===== src/hw/ssr_pkg.sv =====
// Shared constants for the synchronous slave serial receiver
package ssr_pkg;

    // ========================================================
    // Register map (byte addresses, one aligned word each)
    localparam logic [7:0] OFF_RX_DATA   = 8'h00;
    localparam logic [7:0] OFF_RX_STAT   = 8'h04;
    localparam logic [7:0] OFF_TX_STAT   = 8'h08;
    localparam logic [7:0] OFF_BAUD      = 8'h0C;
    localparam logic [7:0] OFF_INT_STAT  = 8'h10;
    localparam logic [7:0] OFF_INT_MASK  = 8'h14;

    // ========================================================
    // Receive status and control fields
    localparam int RS_PORT_EN    = 7;
    localparam int RS_NINE_BIT   = 6;
    localparam int RS_SINGLE_RX  = 5;
    localparam int RS_CONT_RX    = 4;
    localparam int RS_ADDR_DET   = 3;
    localparam int RS_FRAME_ERR  = 2;
    localparam int RS_OVERRUN    = 1;
    localparam int RS_NINTH_BIT  = 0;

    // Transmit status and control fields that steer reception
    localparam int TS_CLK_MASTER = 7;
    localparam int TS_SYNC_MODE  = 4;

    // Baud control fields
    localparam int BC_RX_IDLE    = 6;
    localparam int BC_CLK_POL    = 4;

    // Interrupt status and mask fields
    localparam int IS_RX_DONE    = 0;
    localparam int IS_OVERRUN    = 1;
    localparam int IS_WIDTH      = 2;

    // ========================================================
    // Reset values
    localparam logic [7:0] RST_RX_CTL   = 8'h00;
    localparam logic [7:0] RST_TX_CTL   = 8'h00;
    localparam logic [7:0] RST_BAUD     = 8'h00;
    localparam logic [1:0] RST_INT      = 2'h0;

    // ========================================================
    // Character store
    localparam int          WORD_W      = 9;
    localparam int          FIFO_DEPTH  = 2;
    localparam int          FIFO_AW     = 1;
    localparam logic [3:0]  LAST_BIT_8  = 4'h7;
    localparam logic [3:0]  LAST_BIT_9  = 4'h8;

endpackage : ssr_pkg


===== src/hw/ssr_fifo_mem.sv =====
// Small character store with registered read data
module ssr_fifo_mem
    import ssr_pkg::*;
(
    // Clock and reset
    input  wire logic                  clk,
    input  wire logic                  rst_n,
    // Write side
    input  wire logic                  we,
    input  wire logic [FIFO_AW-1:0]    waddr,
    input  wire logic [WORD_W-1:0]     wdata,
    // Read side
    input  wire logic [FIFO_AW-1:0]    raddr,
    output logic      [WORD_W-1:0]     rdata
);

    // ========================================================
    // Storage array, no reset needed since pointers guard it
    logic [WORD_W-1:0] mem_r [FIFO_DEPTH];

    always_ff @(posedge clk) begin
        if (we) begin
            mem_r[waddr] <= wdata;
        end
    end

    // Read port is registered, so new data show one cycle late
    always_ff @(posedge clk or negedge rst_n) begin
        if (!rst_n) begin
            rdata <= '0;
        end else if (we && (waddr == raddr)) begin
            // Write into the slot being read passes straight through, so a
            // word pushed into an empty store is readable the very next cycle
            rdata <= wdata;
        end else begin
            rdata <= mem_r[raddr];
        end
    end

endmodule : ssr_fifo_mem


===== src/hw/ssr_receiver.sv =====
// Synchronous slave receive path with APB registers and interrupt
//
// Decided for this implementation: the APB slave port and the placing of the registers.
module ssr_receiver
    import ssr_pkg::*;
(
    // APB slave
    input  wire logic        pclk,
    input  wire logic        presetn,
    input  wire logic        psel,
    input  wire logic        penable,
    input  wire logic        pwrite,
    input  wire logic [7:0]  paddr,
    input  wire logic [31:0] pwdata,
    output logic      [31:0] prdata,
    output logic             pready,
    output logic             pslverr,
    // Link pins driven by the external master
    input  wire logic        shift_clock_pin,
    input  wire logic        shift_data_pin,
    // Core side
    input  wire logic        core_sleep,
    output logic             irq,
    output logic             wake_req
);

    // ========================================================
    // Address decode used by both write and read paths
    function automatic logic is_reg(input logic [7:0] a, input logic [7:0] off);
        is_reg = (a == off);
    endfunction : is_reg

    // ========================================================
    // Declarations
    logic [7:0]          rx_ctl_r;
    logic [7:0]          tx_ctl_r;
    logic [7:0]          baud_r;
    logic [IS_WIDTH-1:0] int_stat_r;
    logic [IS_WIDTH-1:0] int_mask_r;
    logic                ovr_r;
    logic                ck_s1_r, ck_s2_r, ck_s3_r;
    logic                dt_s1_r, dt_s2_r;
    logic [WORD_W-1:0]   sh_r;
    logic [WORD_W-1:0]   sh_nxt;
    logic [WORD_W-1:0]   word_nxt;
    logic [3:0]          bit_cnt_r;
    logic [FIFO_AW:0]    wr_ptr_r, rd_ptr_r;
    logic [WORD_W-1:0]   head;
    logic                port_en, nine_bit, cont_rx, slave_mode, rx_run;
    logic                link_edge, word_done, fifo_full, fifo_empty;
    logic                push, pop, acc, wr_acc, rd_acc, mapped;
    logic [31:0]         rd_mux;
    logic [7:0]          rx_stat_rd, baud_rd;

    // ========================================================
    // Mode decode
    assign port_en    = rx_ctl_r[RS_PORT_EN];
    assign nine_bit   = rx_ctl_r[RS_NINE_BIT];
    assign cont_rx    = rx_ctl_r[RS_CONT_RX];
    // Slave reception needs sync mode, port on, external clock
    assign slave_mode = port_en & tx_ctl_r[TS_SYNC_MODE] & ~tx_ctl_r[TS_CLK_MASTER];
    // Single-receive bit plays no part; core sleep does not gate it
    assign rx_run     = slave_mode & cont_rx;

    // ========================================================
    // APB handshake terms
    assign acc    = psel & penable & pready;
    assign wr_acc = acc & pwrite;
    assign rd_acc = acc & ~pwrite;
    assign mapped = is_reg(paddr, OFF_RX_DATA) | is_reg(paddr, OFF_RX_STAT)
                  | is_reg(paddr, OFF_TX_STAT) | is_reg(paddr, OFF_BAUD)
                  | is_reg(paddr, OFF_INT_STAT) | is_reg(paddr, OFF_INT_MASK);

    // ========================================================
    // Link pin synchronisers; only second stage onward is read
    always_ff @(posedge pclk or negedge presetn) begin
        if (!presetn) begin
            ck_s1_r <= 1'h0;
            ck_s2_r <= 1'h0;
            ck_s3_r <= 1'h0;
            dt_s1_r <= 1'h0;
            dt_s2_r <= 1'h0;
        end else begin
            ck_s1_r <= shift_clock_pin;
            ck_s2_r <= ck_s1_r;
            ck_s3_r <= ck_s2_r;
            dt_s1_r <= shift_data_pin;
            dt_s2_r <= dt_s1_r;
        end
    end

    // Clock polarity picks which edge samples data
    assign link_edge = baud_r[BC_CLK_POL] ? (ck_s3_r & ~ck_s2_r) : (~ck_s3_r & ck_s2_r);

    // ========================================================
    // Shift path: LSB first, so each new bit enters at the top
    assign sh_nxt    = {dt_s2_r, sh_r[WORD_W-1:1]};
    // Eight-bit words end one place higher, so realign them down
    assign word_nxt  = nine_bit ? sh_nxt : {1'h0, sh_nxt[WORD_W-1:1]};
    assign word_done = rx_run & link_edge
                     & (bit_cnt_r == (nine_bit ? LAST_BIT_9 : LAST_BIT_8));

    // Shift register and bit counter, cleared while not receiving
    always_ff @(posedge pclk or negedge presetn) begin
        if (!presetn) begin
            sh_r      <= '0;
            bit_cnt_r <= 4'h0;
        end else if (!rx_run) begin
            sh_r      <= '0;
            bit_cnt_r <= 4'h0;
        end else if (link_edge) begin
            sh_r      <= sh_nxt;
            bit_cnt_r <= word_done ? 4'h0 : bit_cnt_r + 4'h1;
        end
    end

    // ========================================================
    // Receive store pointers
    assign fifo_empty = (wr_ptr_r == rd_ptr_r);
    assign fifo_full  = (wr_ptr_r[FIFO_AW] != rd_ptr_r[FIFO_AW])
                      & (wr_ptr_r[FIFO_AW-1:0] == rd_ptr_r[FIFO_AW-1:0]);
    assign push       = word_done & ~fifo_full;
    assign pop        = rd_acc & is_reg(paddr, OFF_RX_DATA) & ~fifo_empty;

    // Dropping the port enable flushes the store as part of port reset
    always_ff @(posedge pclk or negedge presetn) begin
        if (!presetn) begin
            wr_ptr_r <= '0;
            rd_ptr_r <= '0;
        end else if (!port_en) begin
            wr_ptr_r <= '0;
            rd_ptr_r <= '0;
        end else begin
            if (push) begin
                wr_ptr_r <= wr_ptr_r + 2'h1;
            end
            if (pop) begin
                rd_ptr_r <= rd_ptr_r + 2'h1;
            end
        end
    end

    ssr_fifo_mem u_mem (
        .clk   (pclk),
        .rst_n (presetn),
        .we    (push),
        .waddr (wr_ptr_r[FIFO_AW-1:0]),
        .wdata (word_nxt),
        .raddr (rd_ptr_r[FIFO_AW-1:0]),
        .rdata (head)
    );

    // ========================================================
    // Overrun: a word that finds the store full is lost
    always_ff @(posedge pclk or negedge presetn) begin
        if (!presetn) begin
            ovr_r <= 1'h0;
        end else if (!port_en || !cont_rx) begin
            ovr_r <= 1'h0;
        end else if (word_done && fifo_full) begin
            ovr_r <= 1'h1;
        end
    end

    // ========================================================
    // Control registers written by software
    always_ff @(posedge pclk or negedge presetn) begin
        if (!presetn) begin
            rx_ctl_r   <= RST_RX_CTL;
            tx_ctl_r   <= RST_TX_CTL;
            baud_r     <= RST_BAUD;
            int_mask_r <= RST_INT;
        end else if (wr_acc) begin
            if (is_reg(paddr, OFF_RX_STAT)) begin
                rx_ctl_r <= {pwdata[7:3], 3'h0};
            end
            if (is_reg(paddr, OFF_TX_STAT)) begin
                tx_ctl_r <= pwdata[7:0];
            end
            if (is_reg(paddr, OFF_BAUD)) begin
                baud_r <= pwdata[7:0];
            end
            if (is_reg(paddr, OFF_INT_MASK)) begin
                int_mask_r <= pwdata[IS_WIDTH-1:0];
            end
        end
    end

    // ========================================================
    // Sticky event bits, write one to clear; a new event wins
    always_ff @(posedge pclk or negedge presetn) begin
        if (!presetn) begin
            int_stat_r <= RST_INT;
        end else begin
            if (wr_acc && is_reg(paddr, OFF_INT_STAT)) begin
                int_stat_r <= int_stat_r & ~pwdata[IS_WIDTH-1:0];
            end
            if (push) begin
                int_stat_r[IS_RX_DONE] <= 1'h1;
            end
            if (word_done && fifo_full) begin
                int_stat_r[IS_OVERRUN] <= 1'h1;
            end
        end
    end

    // Interrupt follows unmasked events, wake only while the core sleeps; mask bit 0 enables receive done
    always_ff @(posedge pclk or negedge presetn) begin
        if (!presetn) begin
            irq      <= 1'h0;
            wake_req <= 1'h0;
        end else begin
            irq      <= |(int_stat_r & int_mask_r);
            wake_req <= core_sleep & (|(int_stat_r & int_mask_r));
        end
    end

    // ========================================================
    // Read view; the receiver never shows idle while in slave mode
    assign rx_stat_rd = {rx_ctl_r[7:3], 1'h0, ovr_r, head[WORD_W-1] & ~fifo_empty};
    assign baud_rd    = {baud_r[7], ~slave_mode, baud_r[5:0]};

    always_comb begin
        rd_mux = 32'h0000_0000;
        case (paddr)
            OFF_RX_DATA:  rd_mux = fifo_empty ? 32'h0 : {24'h0, head[7:0]};
            OFF_RX_STAT:  rd_mux = {24'h0, rx_stat_rd};
            OFF_TX_STAT:  rd_mux = {24'h0, tx_ctl_r};
            OFF_BAUD:     rd_mux = {24'h0, baud_rd};
            OFF_INT_STAT: rd_mux = {30'h0, int_stat_r};
            OFF_INT_MASK: rd_mux = {30'h0, int_mask_r};
            default:      rd_mux = 32'h0000_0000;
        endcase
    end

    // ========================================================
    // One wait state: answer on the second access cycle
    always_ff @(posedge pclk or negedge presetn) begin
        if (!presetn) begin
            pready  <= 1'h0;
            prdata  <= 32'h0000_0000;
            pslverr <= 1'h0;
        end else if (psel && penable && !pready) begin
            pready  <= 1'h1;
            prdata  <= pwrite ? 32'h0000_0000 : rd_mux;
            pslverr <= ~mapped;
        end else begin
            pready  <= 1'h0;
            prdata  <= 32'h0000_0000;
            pslverr <= 1'h0;
        end
    end

    // ========================================================
    // Checks
    // Link side: shifting, word length, storage and overrun, with the done flag, interrupt and wake
    chk_ovr_on_full: assert property (@(posedge pclk) disable iff (!presetn)
        word_done && fifo_full |=> ovr_r && (wr_ptr_r == $past(wr_ptr_r)))
        else $error("word into full store did not flag overrun");

    chk_word_stored: assert property (@(posedge pclk) disable iff (!presetn)
        push && !pop |=> (wr_ptr_r - rd_ptr_r) == $past(wr_ptr_r - rd_ptr_r) + 2'h1)
        else $error("completed word not moved into store");

    chk_done_flag: assert property (@(posedge pclk) disable iff (!presetn)
        push |=> int_stat_r[IS_RX_DONE])
        else $error("receive complete flag not set");

    chk_irq_follows: assert property (@(posedge pclk) disable iff (!presetn)
        int_stat_r[IS_RX_DONE] && int_mask_r[IS_RX_DONE] |=> irq)
        else $error("unmasked receive event gave no interrupt");

    chk_wake_sleep: assert property (@(posedge pclk) disable iff (!presetn)
        core_sleep && (int_stat_r & int_mask_r) != 2'h0 |=> wake_req)
        else $error("no wake while sleeping with pending event");

    chk_ovr_clear: assert property (@(posedge pclk) disable iff (!presetn)
        !cont_rx |=> !ovr_r)
        else $error("overrun survived continuous receive clear");

    chk_port_reset: assert property (@(posedge pclk) disable iff (!presetn)
        !port_en |=> fifo_empty && !ovr_r && bit_cnt_r == 4'h0)
        else $error("port disable did not reset receiver");

    chk_word_len: assert property (@(posedge pclk) disable iff (!presetn)
        word_done |-> bit_cnt_r == (nine_bit ? 4'h8 : 4'h7))
        else $error("character length wrong");

    chk_shift_in: assert property (@(posedge pclk) disable iff (!presetn)
        rx_run && link_edge && !word_done |=> bit_cnt_r == $past(bit_cnt_r) + 4'h1
            && sh_r[WORD_W-1] == $past(dt_s2_r))
        else $error("data bit not shifted on active edge");

    // Sleep must not stall the bit counter, since the link clock is external
    chk_sleep_rx: assert property (@(posedge pclk) disable iff (!presetn)
        core_sleep && rx_run && link_edge |=> bit_cnt_r != $past(bit_cnt_r))
        else $error("reception stalled during core sleep");

    chk_rx_gated: assert property (@(posedge pclk) disable iff (!presetn)
        !rx_run |=> bit_cnt_r == 4'h0 && sh_r == '0)
        else $error("receiver shifted while not enabled");

    // Register and interrupt side
    chk_never_idle: assert property (@(posedge pclk) disable iff (!presetn)
        slave_mode |-> !baud_rd[BC_RX_IDLE])
        else $error("receiver reports idle in slave mode");

    chk_pop_advance: assert property (@(posedge pclk) disable iff (!presetn)
        pop |=> rd_ptr_r == $past(rd_ptr_r) + 2'h1)
        else $error("read of receive data did not release the oldest word");

    chk_pready_pulse: assert property (@(posedge pclk) disable iff (!presetn)
        pready |=> !pready)
        else $error("ready held for more than one cycle");

    chk_irq_masked: assert property (@(posedge pclk) disable iff (!presetn)
        (int_stat_r & int_mask_r) == 2'h0 |=> !irq)
        else $error("interrupt raised with no unmasked event");

    chk_wake_awake: assert property (@(posedge pclk) disable iff (!presetn)
        !core_sleep |=> !wake_req)
        else $error("wake requested while the core is awake");

    cov_word_push:   cover property (@(posedge pclk) disable iff (!presetn) push);
    cov_fall_edge:   cover property (@(posedge pclk) disable iff (!presetn)
        push && baud_r[BC_CLK_POL]);
    cov_overrun:     cover property (@(posedge pclk) disable iff (!presetn)
        word_done && fifo_full);
    cov_nine_bit:    cover property (@(posedge pclk) disable iff (!presetn) push && nine_bit);
    cov_sleep_wake:  cover property (@(posedge pclk) disable iff (!presetn)
        core_sleep && push ##[1:4] wake_req);

endmodule : ssr_receiver


===== config.mk =====
export PLATFORM = sky130hd
export DESIGN_NAME = ssr_receiver
export DESIGN_NICKNAME = d
export VERILOG_FILES = /design/src/hw/ssr_pkg.sv /design/src/hw/ssr_fifo_mem.sv /design/src/hw/ssr_receiver.sv
export SDC_FILE = /design/constraint.sdc
export NUM_CORES = 1
export LEC_CHECK = 0
export CAP_MARGIN = 20
export CORE_MARGIN = 5
export CORE_UTILIZATION = 45
export CTS_CLUSTER_DIAMETER = 200
export DETAILED_ROUTE_END_ITERATION = 6
export DONT_BUFFER_PORTS = 1
export PLACE_DENSITY = 0.65
export SKIP_LAST_GASP = 1
export SLEW_MARGIN = 5
export SYNTH_ARGS = -nofsm -noshare
export SYNTH_HDL_FRONTEND = slang
export SYNTH_SLANG_ARGS = --single-unit

===== constraint.sdc =====
create_clock -name pclk -period 4.6 [get_ports pclk]
set_input_delay 0.92 -clock pclk [delete_from_list [all_inputs] [get_ports pclk]]
set_output_delay 0.92 -clock pclk [all_outputs]
set_load 0.005 [all_outputs]

Word-level counts from Yosys, hierarchy flattened
Memory sizes are Yosys's and may differ from the RTL's. A register that Yosys moved wholly into a read port is not among the register bits.
Cells that the tools add are included.
W data, S select, Z words.
- mux-type cells: 25
- eq/ne operators: 12
- add/sub/neg operators: 3
- reductions and logical operators: 18
- bitwise logic cells: 33
- operators with widths (operator ; number):
    $mux W32 ; 2
    $pmux W8 S6 ; 1
    $mux W9 ; 3
    $and A1 B1 Y1 ; 17
    $eq A8 B4 Y1 const B ; 2
    $eq A8 B5 Y1 const B ; 2
    $mux W4 ; 4
    $mux W2 ; 5
    $mux W1 ; 9
    $eq A8 B3 Y1 const B ; 1
    $logic_not A8 Y1 ; 1
    $mux W8 ; 1
    $not A1 Y1 ; 8
    $reduce_and A2 Y1 ; 4
    $ne A2 B1 Y1 const B ; 3
    $reduce_bool A2 Y1 ; 3
    $or A1 B1 Y1 ; 5
    $add A2 B1 Y2 const B ; 2
    $add A4 B1 Y4 const B ; 1
    $and A2 B2 Y2 ; 2
    $eq A4 B4 Y1 ; 1
    $logic_and A1 B1 Y1 ; 4
    $logic_not A1 Y1 ; 4
    $eq A2 B2 Y1 ; 1
    other kinds (5) ; 5
- memory bits (writable): 18
- flip-flop bits (word level): 84
- output and inout port bits: 36
- logic and storage cells: 113
- memories: 1
- input bits: 48
- memory list (memory ; depth ; width ; rd ports ; clocked after memory_dff ; wr ports ; RTL line ; source):
    u_mem.mem_r ; 2 ; 9 ; 1 ; 1 ; 1 ; ssr_fifo_mem.sv:19 ; logic [WORD_W-1:0] mem_r [FIFO_DEPTH];

Longest topological paths before layout
Gate-level depths: netlist (run 1).
- depth after elaboration: 8
- mapped depth: 6

Cells and area by module
A second synthesis (run 1) with hierarchy kept.
- cells, all modules: 341
- area, all modules: 4052.6 µm²
- by module, submodules not included (module ; sequential area each (µm²) ; cells each ; times used ; area an instance (µm²)):
    ssr_receiver ; 1451.4 ; 279 ; 1 ; 3026.7
    ssr_fifo_mem ; 765.7 ; 62 ; 1 ; 1026.0

Worst setup path after synthesis (run 1)
Ideal clock, no wire load.
- path kind: input to register
- start: in paddr[1]
- end: reg tx_ctl_r[0]
- buffers on the path: 0
- setup slack: 2.161 ns
- data arrival time: 2.315 ns
- stages: 4
- cell sequence: or4_4 nor3_2 nand4_2 mux2_2
- word-level cells in the longest chain between the ends: 2
- ends and longest elaborated chain (element ; RTL line ; source):
    from (decl) ; ssr_receiver.sv:13 ; input wire logic [7:0] paddr,
    $eq A8 B4 Y1 ; ssr_receiver.sv:30 ; is_reg = (a == off);
    $reduce_and A2 Y1 (no source line) ; n/a ;
    to (signal assigned) ; ssr_receiver.sv:178 ; tx_ctl_r <= pwdata[7:0];
    to (decl) ; ssr_receiver.sv:36 ; logic [7:0] tx_ctl_r;
Every way passes these cells.
A chain may end at the register's enable or synchronous reset.

==> metrics, run 1 <==
status finished, final reports clean; commonest non-fill, non-tap cell in the layout dfrtp_1; Finished Core Util 0.490; Hold/Removal Path Class primary input to asynchronous set/reset pin; P_leak about 1.9 nW; fmax 388 MHz; crit path cell chain nor3b_2 > a22oi_2 > or4_1 > mux2_4; Crit path arrival time ~2.8 ns; Max-Cap Viols 0; TritonRoute pass-1 iters 4; Top FF cell, synth dfrtp_1; setup TNS 0 ns; number of global-route vias before repair roughly 2500; # setup viols final 0; Layout area overhead 4.96%; Non-Filler Instances 447; Internal around 1.1 mW; filler cell count about 810; H-tree depth 3; Reg power frac 0.574; P_sw 275 uW; Clock Tree Root clkbuf_8; worst setup margin 2.03 ns; die area between 10000 and 15000 um2; RSZ-0062 raised after global routing false; Clk pwr share 0.409; DP Wirelength 5390 um; Max VDD drop roughly 0.11 mV; logic gate share of total power 0.017; Switching Fraction 0.204; Clock Path Buffers 2; most frequent cells in the layout dfrtp_1 (67), mux2_2 (44), nand2_1 (32), a21oi_1 (25), conb_1 (24); Die Wd around 110 um; Final Hold Fails 0; Routed Antenna Nets 0; number of synthesized flops with an enable pin 18; Reg2Reg Setup Slack just over 2 ns; Starting Density 0.467; Final nets around 380; Crit Reg-Reg Startpoint rx_ctl_r[6]$_DFFE_PN0P_; Crit. End Element register; async set-or-reset flop fraction in the synthesized netlist 0.788; R2R cell count 4; clock tree from TritonCTS built; post-DR vias/cell between 5 and 6; DRC 0; DP Worst Slack roughly 1.9 ns; clk_skew 0.00746 ns; Post-Syn Area about 4100 um2; largest net degree at the start of global routing slightly below 70; Worst R2R End u_mem.rdata[1]$_DFF_PN0_; cts bufs inserted 9; GRT Residual Overflow 0; Global Route Usage Sum 0.144; layout cells sized above 1 0.239; Distinct cells, synth 57; Yosys reg bits between 80 and 90; num ports 84; post-CTS resize count 0; ant diodes 0; Slowest-stage cell, CP or4_1; die height about 110 um; total wire length 7640 um; Placed Instances 431; Core Region 8810 um2; clock sinks 85; Post-CTS Hold Buffers 0; Setup Fix Bufs, Post-CTS 0; num rows 34; worst path required time 4.84 ns; Final period util 0.560; GPL Wtd Cong approximately 0.75; PortBufs 0; Post-Syn Area per Cell approximately 12 um2; crit path kind register to register; Post-Synthesis Cells 336; crit-path max cell delay approximately 0.83 ns; first-pass GRT wire length between 10000 and 15000 um; worst hold slack 0.248 ns; clock transition at the registers of the reported paths ~0.080 ns; Clk Latency, worst-skew pair around 0.35 ns; fin. max-slew vios 0; crit path time final 2.57 ns; relative slew slack 0.344; wire length per cell 17.1 um; initial antenna violation count 0; Seq/Total Area, Yosys 0.539; YS warnings 0; crit start category register; via count 2479; starting DRC count in detailed routing 90; worst slew pin tran 0.960 ns; cell area power density about 310 nW/um2; CP max FO 14
power groups by stage:
stage | Combinational, mW | Sequential, mW | Clock, mW
global placement | 0.0218 | 0.788 | 0
CTS | 0.0222 | 0.773 | 0.571
finish | 0.0228 | 0.773 | 0.552
global route | 0.0256 | 0.774 | 0.604
detailed placement | 0.0220 | 0.788 | 0
floorplan | 0.0400 | 0.787 | 0
how the worst max path moves through the flow:
stage,start,endpoint,slack [ns],cells after the start
final,rx_ctl_r[6]$_DFFE_PN0P_,u_mem.rdata[1]$_DFF_PN0_,2.03,4
after global placement,paddr[1],baud_r[4]$_DFFE_PN0P_,1.90,4
after floorplan,paddr[1],tx_ctl_r[0]$_DFFE_PN0P_,2.16,4
after detailed placement,paddr[1],baud_r[5]$_DFFE_PN0P_,1.88,4
after global routing,rx_ctl_r[6]$_DFFE_PN0P_,u_mem.rdata[4]$_DFF_PN0_,1.91,4
after CTS,rx_ctl_r[6]$_DFFE_PN0P_,u_mem.rdata[7]$_DFF_PN0_,2.03,4
metrics by stage:
step	power, mW	instance area [um2]
6_report	1.35	4310
3_3_place_gp	0.810	4100
3_5_place_dp	0.810	4100
2_1_floorplan	0.827	4200
5_1_grt	1.40	4310
4_1_cts	1.37	4310
critical path, delay by kind of cell (launching register included):
family | cells | cell delay, ns
AO/OA/AOI/OAI | 1 | 0.19
multiplexers | 1 | 0.41
flip-flops | 1 | 0.68
AND/OR/NAND/NOR | 2 | 1.17
routing by layer:
metal	vias up	wire, um	GRT usage
met5	-	0	0
met4	0	146	0.0638
met1	1247	3480	0.187
li1	1163	-	-
met2	56	3670	0.231
met3	13	347	0.0330
Yosys cell counts, types with 3 or more instances:
master | instances | area share
o21ai_0 | 4 | 0.0049
and2_1 | 4 | 0.0061
mux2_4 | 9 | 0.033
nand4b_1 | 4 | 0.0085
nand4_1 | 6 | 0.0091
mux2i_1 | 3 | 0.0073
a21oi_1 | 25 | 0.030
clkbuf_1 | 9 | 0.0082
mux2_2 | 44 | 0.12
nand2b_1 | 4 | 0.0061
a22o_1 | 6 | 0.013
inv_1 | 8 | 0.0073
buf_2 | 3 | 0.0037
edfxtp_1 | 18 | 0.13
dfrtp_1 | 67 | 0.41
nand3_1 | 6 | 0.0073
buf_4 | 24 | 0.044
nand3b_1 | 4 | 0.0073
nor2_1 | 4 | 0.0037
nand2_1 | 32 | 0.029
state kept, by name, summed over array words and instances (netlist names), 2 cells and up:
| name | flops |
|---|---|
| baud_r | 7 |
| bit_cnt_r | 4 |
| int_mask_r | 2 |
| int_stat_r | 2 |
| prdata | 8 |
| rd_ptr_r | 2 |
| rx_ctl_r | 5 |
| sh_r | 8 |
| tx_ctl_r | 8 |
| u_mem.mem_r | 18 |
| u_mem.rdata | 9 |
| wr_ptr_r | 2 |
logic make-up after synthesis:
family | count (synthesis) | synth area share
and+or+nand+nor | 89 | 0.133
DFF | 85 | 0.539
muxes | 56 | 0.161
AOI/OAI and AO/OA | 55 | 0.0880
buffers and inverters | 46 | 0.0667
xor gates and xnor gates | 3 | 0.00822
adders and majority gates | 1 | 0.00304
other | 1 | 0.000912
area by class of cell:
type	instances	area, um2	area share
Timing Repair Buffer	2	15.0	0.00348
Multi-Input combinational cell	228	1710	0.395
Tap cell	108	135	0.0313
Sequential cell	85	2220	0.514
Inverter	8	30.0	0.00696
Clock buffer	13	169	0.0392
Clock inverter	3	42.5	0.00986
(Power assumes the default switching activity.)
==> run 2: changes to the inputs <==
clock period = 2.6 ns   (was 4.6 ns; I/O delays follow)
==> run 2 against run 1 <==
Routed wire length increased by 0.10%. First-iteration DRC count fell by 21%. Largest cell class unchanged. Final cell count grew 2.0%. Worst setup slack got worse by 1.7 ns. Critical endpoint is now u_mem.rdata[4]$_DFF_PN0_.
==> metrics, run 2 (same netlist as run 1, synthesis figures left out) <==
cts bufs inserted 9 (unchanged); clock tree from TritonCTS built; CP max FO 9 (-5); Placed Instances 439 (+1.9%); Global Route Usage Sum 0.146 (+0.00147); Max-Cap Viols 0 (unchanged); crit path kind register to register; num ports 84 (unchanged); starting DRC count in detailed routing 71 (-21%); post-CTS resize count 0 (unchanged); Die Wd 106 um (unchanged); largest reg by FF count u_mem.mem_r; H-tree depth 3 (unchanged); post-DR vias/cell 5.40 (-2.6%); most frequent cells in the layout dfrtp_1 (67), mux2_2 (44), nand2_1 (32), a21oi_1 (25), conb_1 (24); largest net degree at the start of global routing 68 (unchanged); max reg flops 18 (unchanged); register area 2220 um2 (unchanged); DP Wirelength 5440 um (+0.84%); first-pass GRT wire length 12800 um (+0.92%); setup TNS 0 ns (unchanged); biggest regs u_mem.mem_r: 18 flops, u_mem.rdata: 9 flops; TritonRoute pass-1 iters 4 (unchanged); total wire length 7650 um (+0.10%); number of global-route vias before repair 2472 (-0.040%); Crit path arrival time 2.54 ns (-0.27 ns); die height 106 um (unchanged); Crit. End Element register; Final period util 0.888 (+0.328); clk_skew 0.0112 ns (+0.00379 ns); PortBufs 0 (unchanged); layout cells sized above 1 0.256 (+0.0168); initial antenna violation count 0 (unchanged); Non-Filler Instances 456 (+2.0%); commonest non-fill, non-tap cell in the layout dfrtp_1; Finished Core Util 0.497 (+0.00710); Setup Fix Bufs, Post-CTS 0 (unchanged); GPL Wtd Cong 0.750 (-0.35%); Starting Density 0.467 (unchanged); worst setup margin 0.292 ns (-1.73 ns); Hold/Removal Path Class primary input to asynchronous set/reset pin; cell area power density 528 nW/um2 (+69%); Clock Path Buffers 2 (unchanged); RSZ-0062 raised after global routing false; worst slew pin tran 0.563 ns (-0.397 ns); via count 2464 (-0.61%); crit start category register; DP Worst Slack 0.356 ns (-1.53 ns); DRC 0 (unchanged); ant diodes 0 (unchanged); Max VDD drop 0.206 mV (+89%); fmax 433 MHz (+12%); status finished, final reports clean; wire length per cell 16.8 um (-1.9%); clock sinks 85 (unchanged); num rows 34 (unchanged); relative slew slack 0.625 (+0.281); Core Region 8810 um2 (unchanged); # setup viols final 0 (unchanged); Clock Tree Root clkbuf_8; Final Hold Fails 0 (unchanged); GRT Residual Overflow 0 (unchanged); crit path time final 2.31 ns (-0.267 ns); Multi-input gate area 1710 um2 (unchanged); Clk Latency, worst-skew pair 0.36 ns (about the same); fin. max-slew vios 0 (unchanged); die area 11100 um2 (unchanged); Post-CTS Hold Buffers 1 (+1); clock transition at the registers of the reported paths 0.09 ns (about the same); Final nets 392 (+2.3%); worst path required time 2.84 ns (-2.00 ns); filler cell count 765 (-5.9%); Routed Antenna Nets 0 (unchanged); Layout area overhead 6.48%; P_leak 1.89 nW (+1.9%)
[run 2: critical path, stage by stage, from the launching register on]
cell	delay (ns)
dfrtp_1	0.46
nor3b_2	0.30
a22oi_2	0.19
or4_1	0.82
mux2_4	0.41
[run 2: path summary, 6_finish.rpt]
| kind | start | end | slack, ns | depth (start not counted) |
|---|---|---|---|---|
| max | rx_ctl_r[6]$_DFFE_PN0P_ | u_mem.rdata[4]$_DFF_PN0_ | 0.29 | 4 |
| min | presetn | tx_ctl_r[0]$_DFFE_PN0P_ | 0.04 | 1 |
| max reg2reg | rx_ctl_r[6]$_DFFE_PN0P_ | u_mem.rdata[4]$_DFF_PN0_ | 0.29 | 4 |
| min reg2reg | ck_s1_r$_DFF_PN0_ | ck_s2_r$_DFF_PN0_ | 0.35 | 0 |
| max in group asynchronous | presetn | sh_r[8]$_DFFE_PN0P_ | 2.31 | 1 |
| min in group pclk | shift_data_pin | dt_s1_r$_DFF_PN0_ | 0.18 | 0 |
[run 2: stage by stage]
step | total power [mW] | hold WS (ns) | instance area [um2]
finish | 2.31 | 0.0357 | 4380
global placement | 1.43 | 0.226 | 4160
floorplan | 1.46 | 0.224 | 4200
global route | 2.43 | 0.0378 | 4380
CTS | 2.35 | 0.0292 | 4380
detailed placement | 1.44 | 0.226 | 4160
[run 2: report_power, final]
part | switching (mW) | total (mW) | internal [mW] | leakage [nW]
combinational | 0.0466 | 0.0655 | 0.0190 | 0.779
sequential | 0.00458 | 1.37 | 1.36 | 1.02
clock | 0.467 | 0.877 | 0.410 | 0.0887
[run 2: cell type report]
class,instances,area share
sequential,85,0.507
multi-input combinational,228,0.390
timing repair buffer,11,0.0234
clock buffer,12,0.0357
inverter,8,0.00686
clock inverter,4,0.00686
tap,108,0.0309
[run 2: routing by layer]
layer,share of wire,GRT usage
met1,0.46,0.189
met2,0.48,0.232
met3,0.054,0.0471
met4,0.011,0.0472
met5,0,0
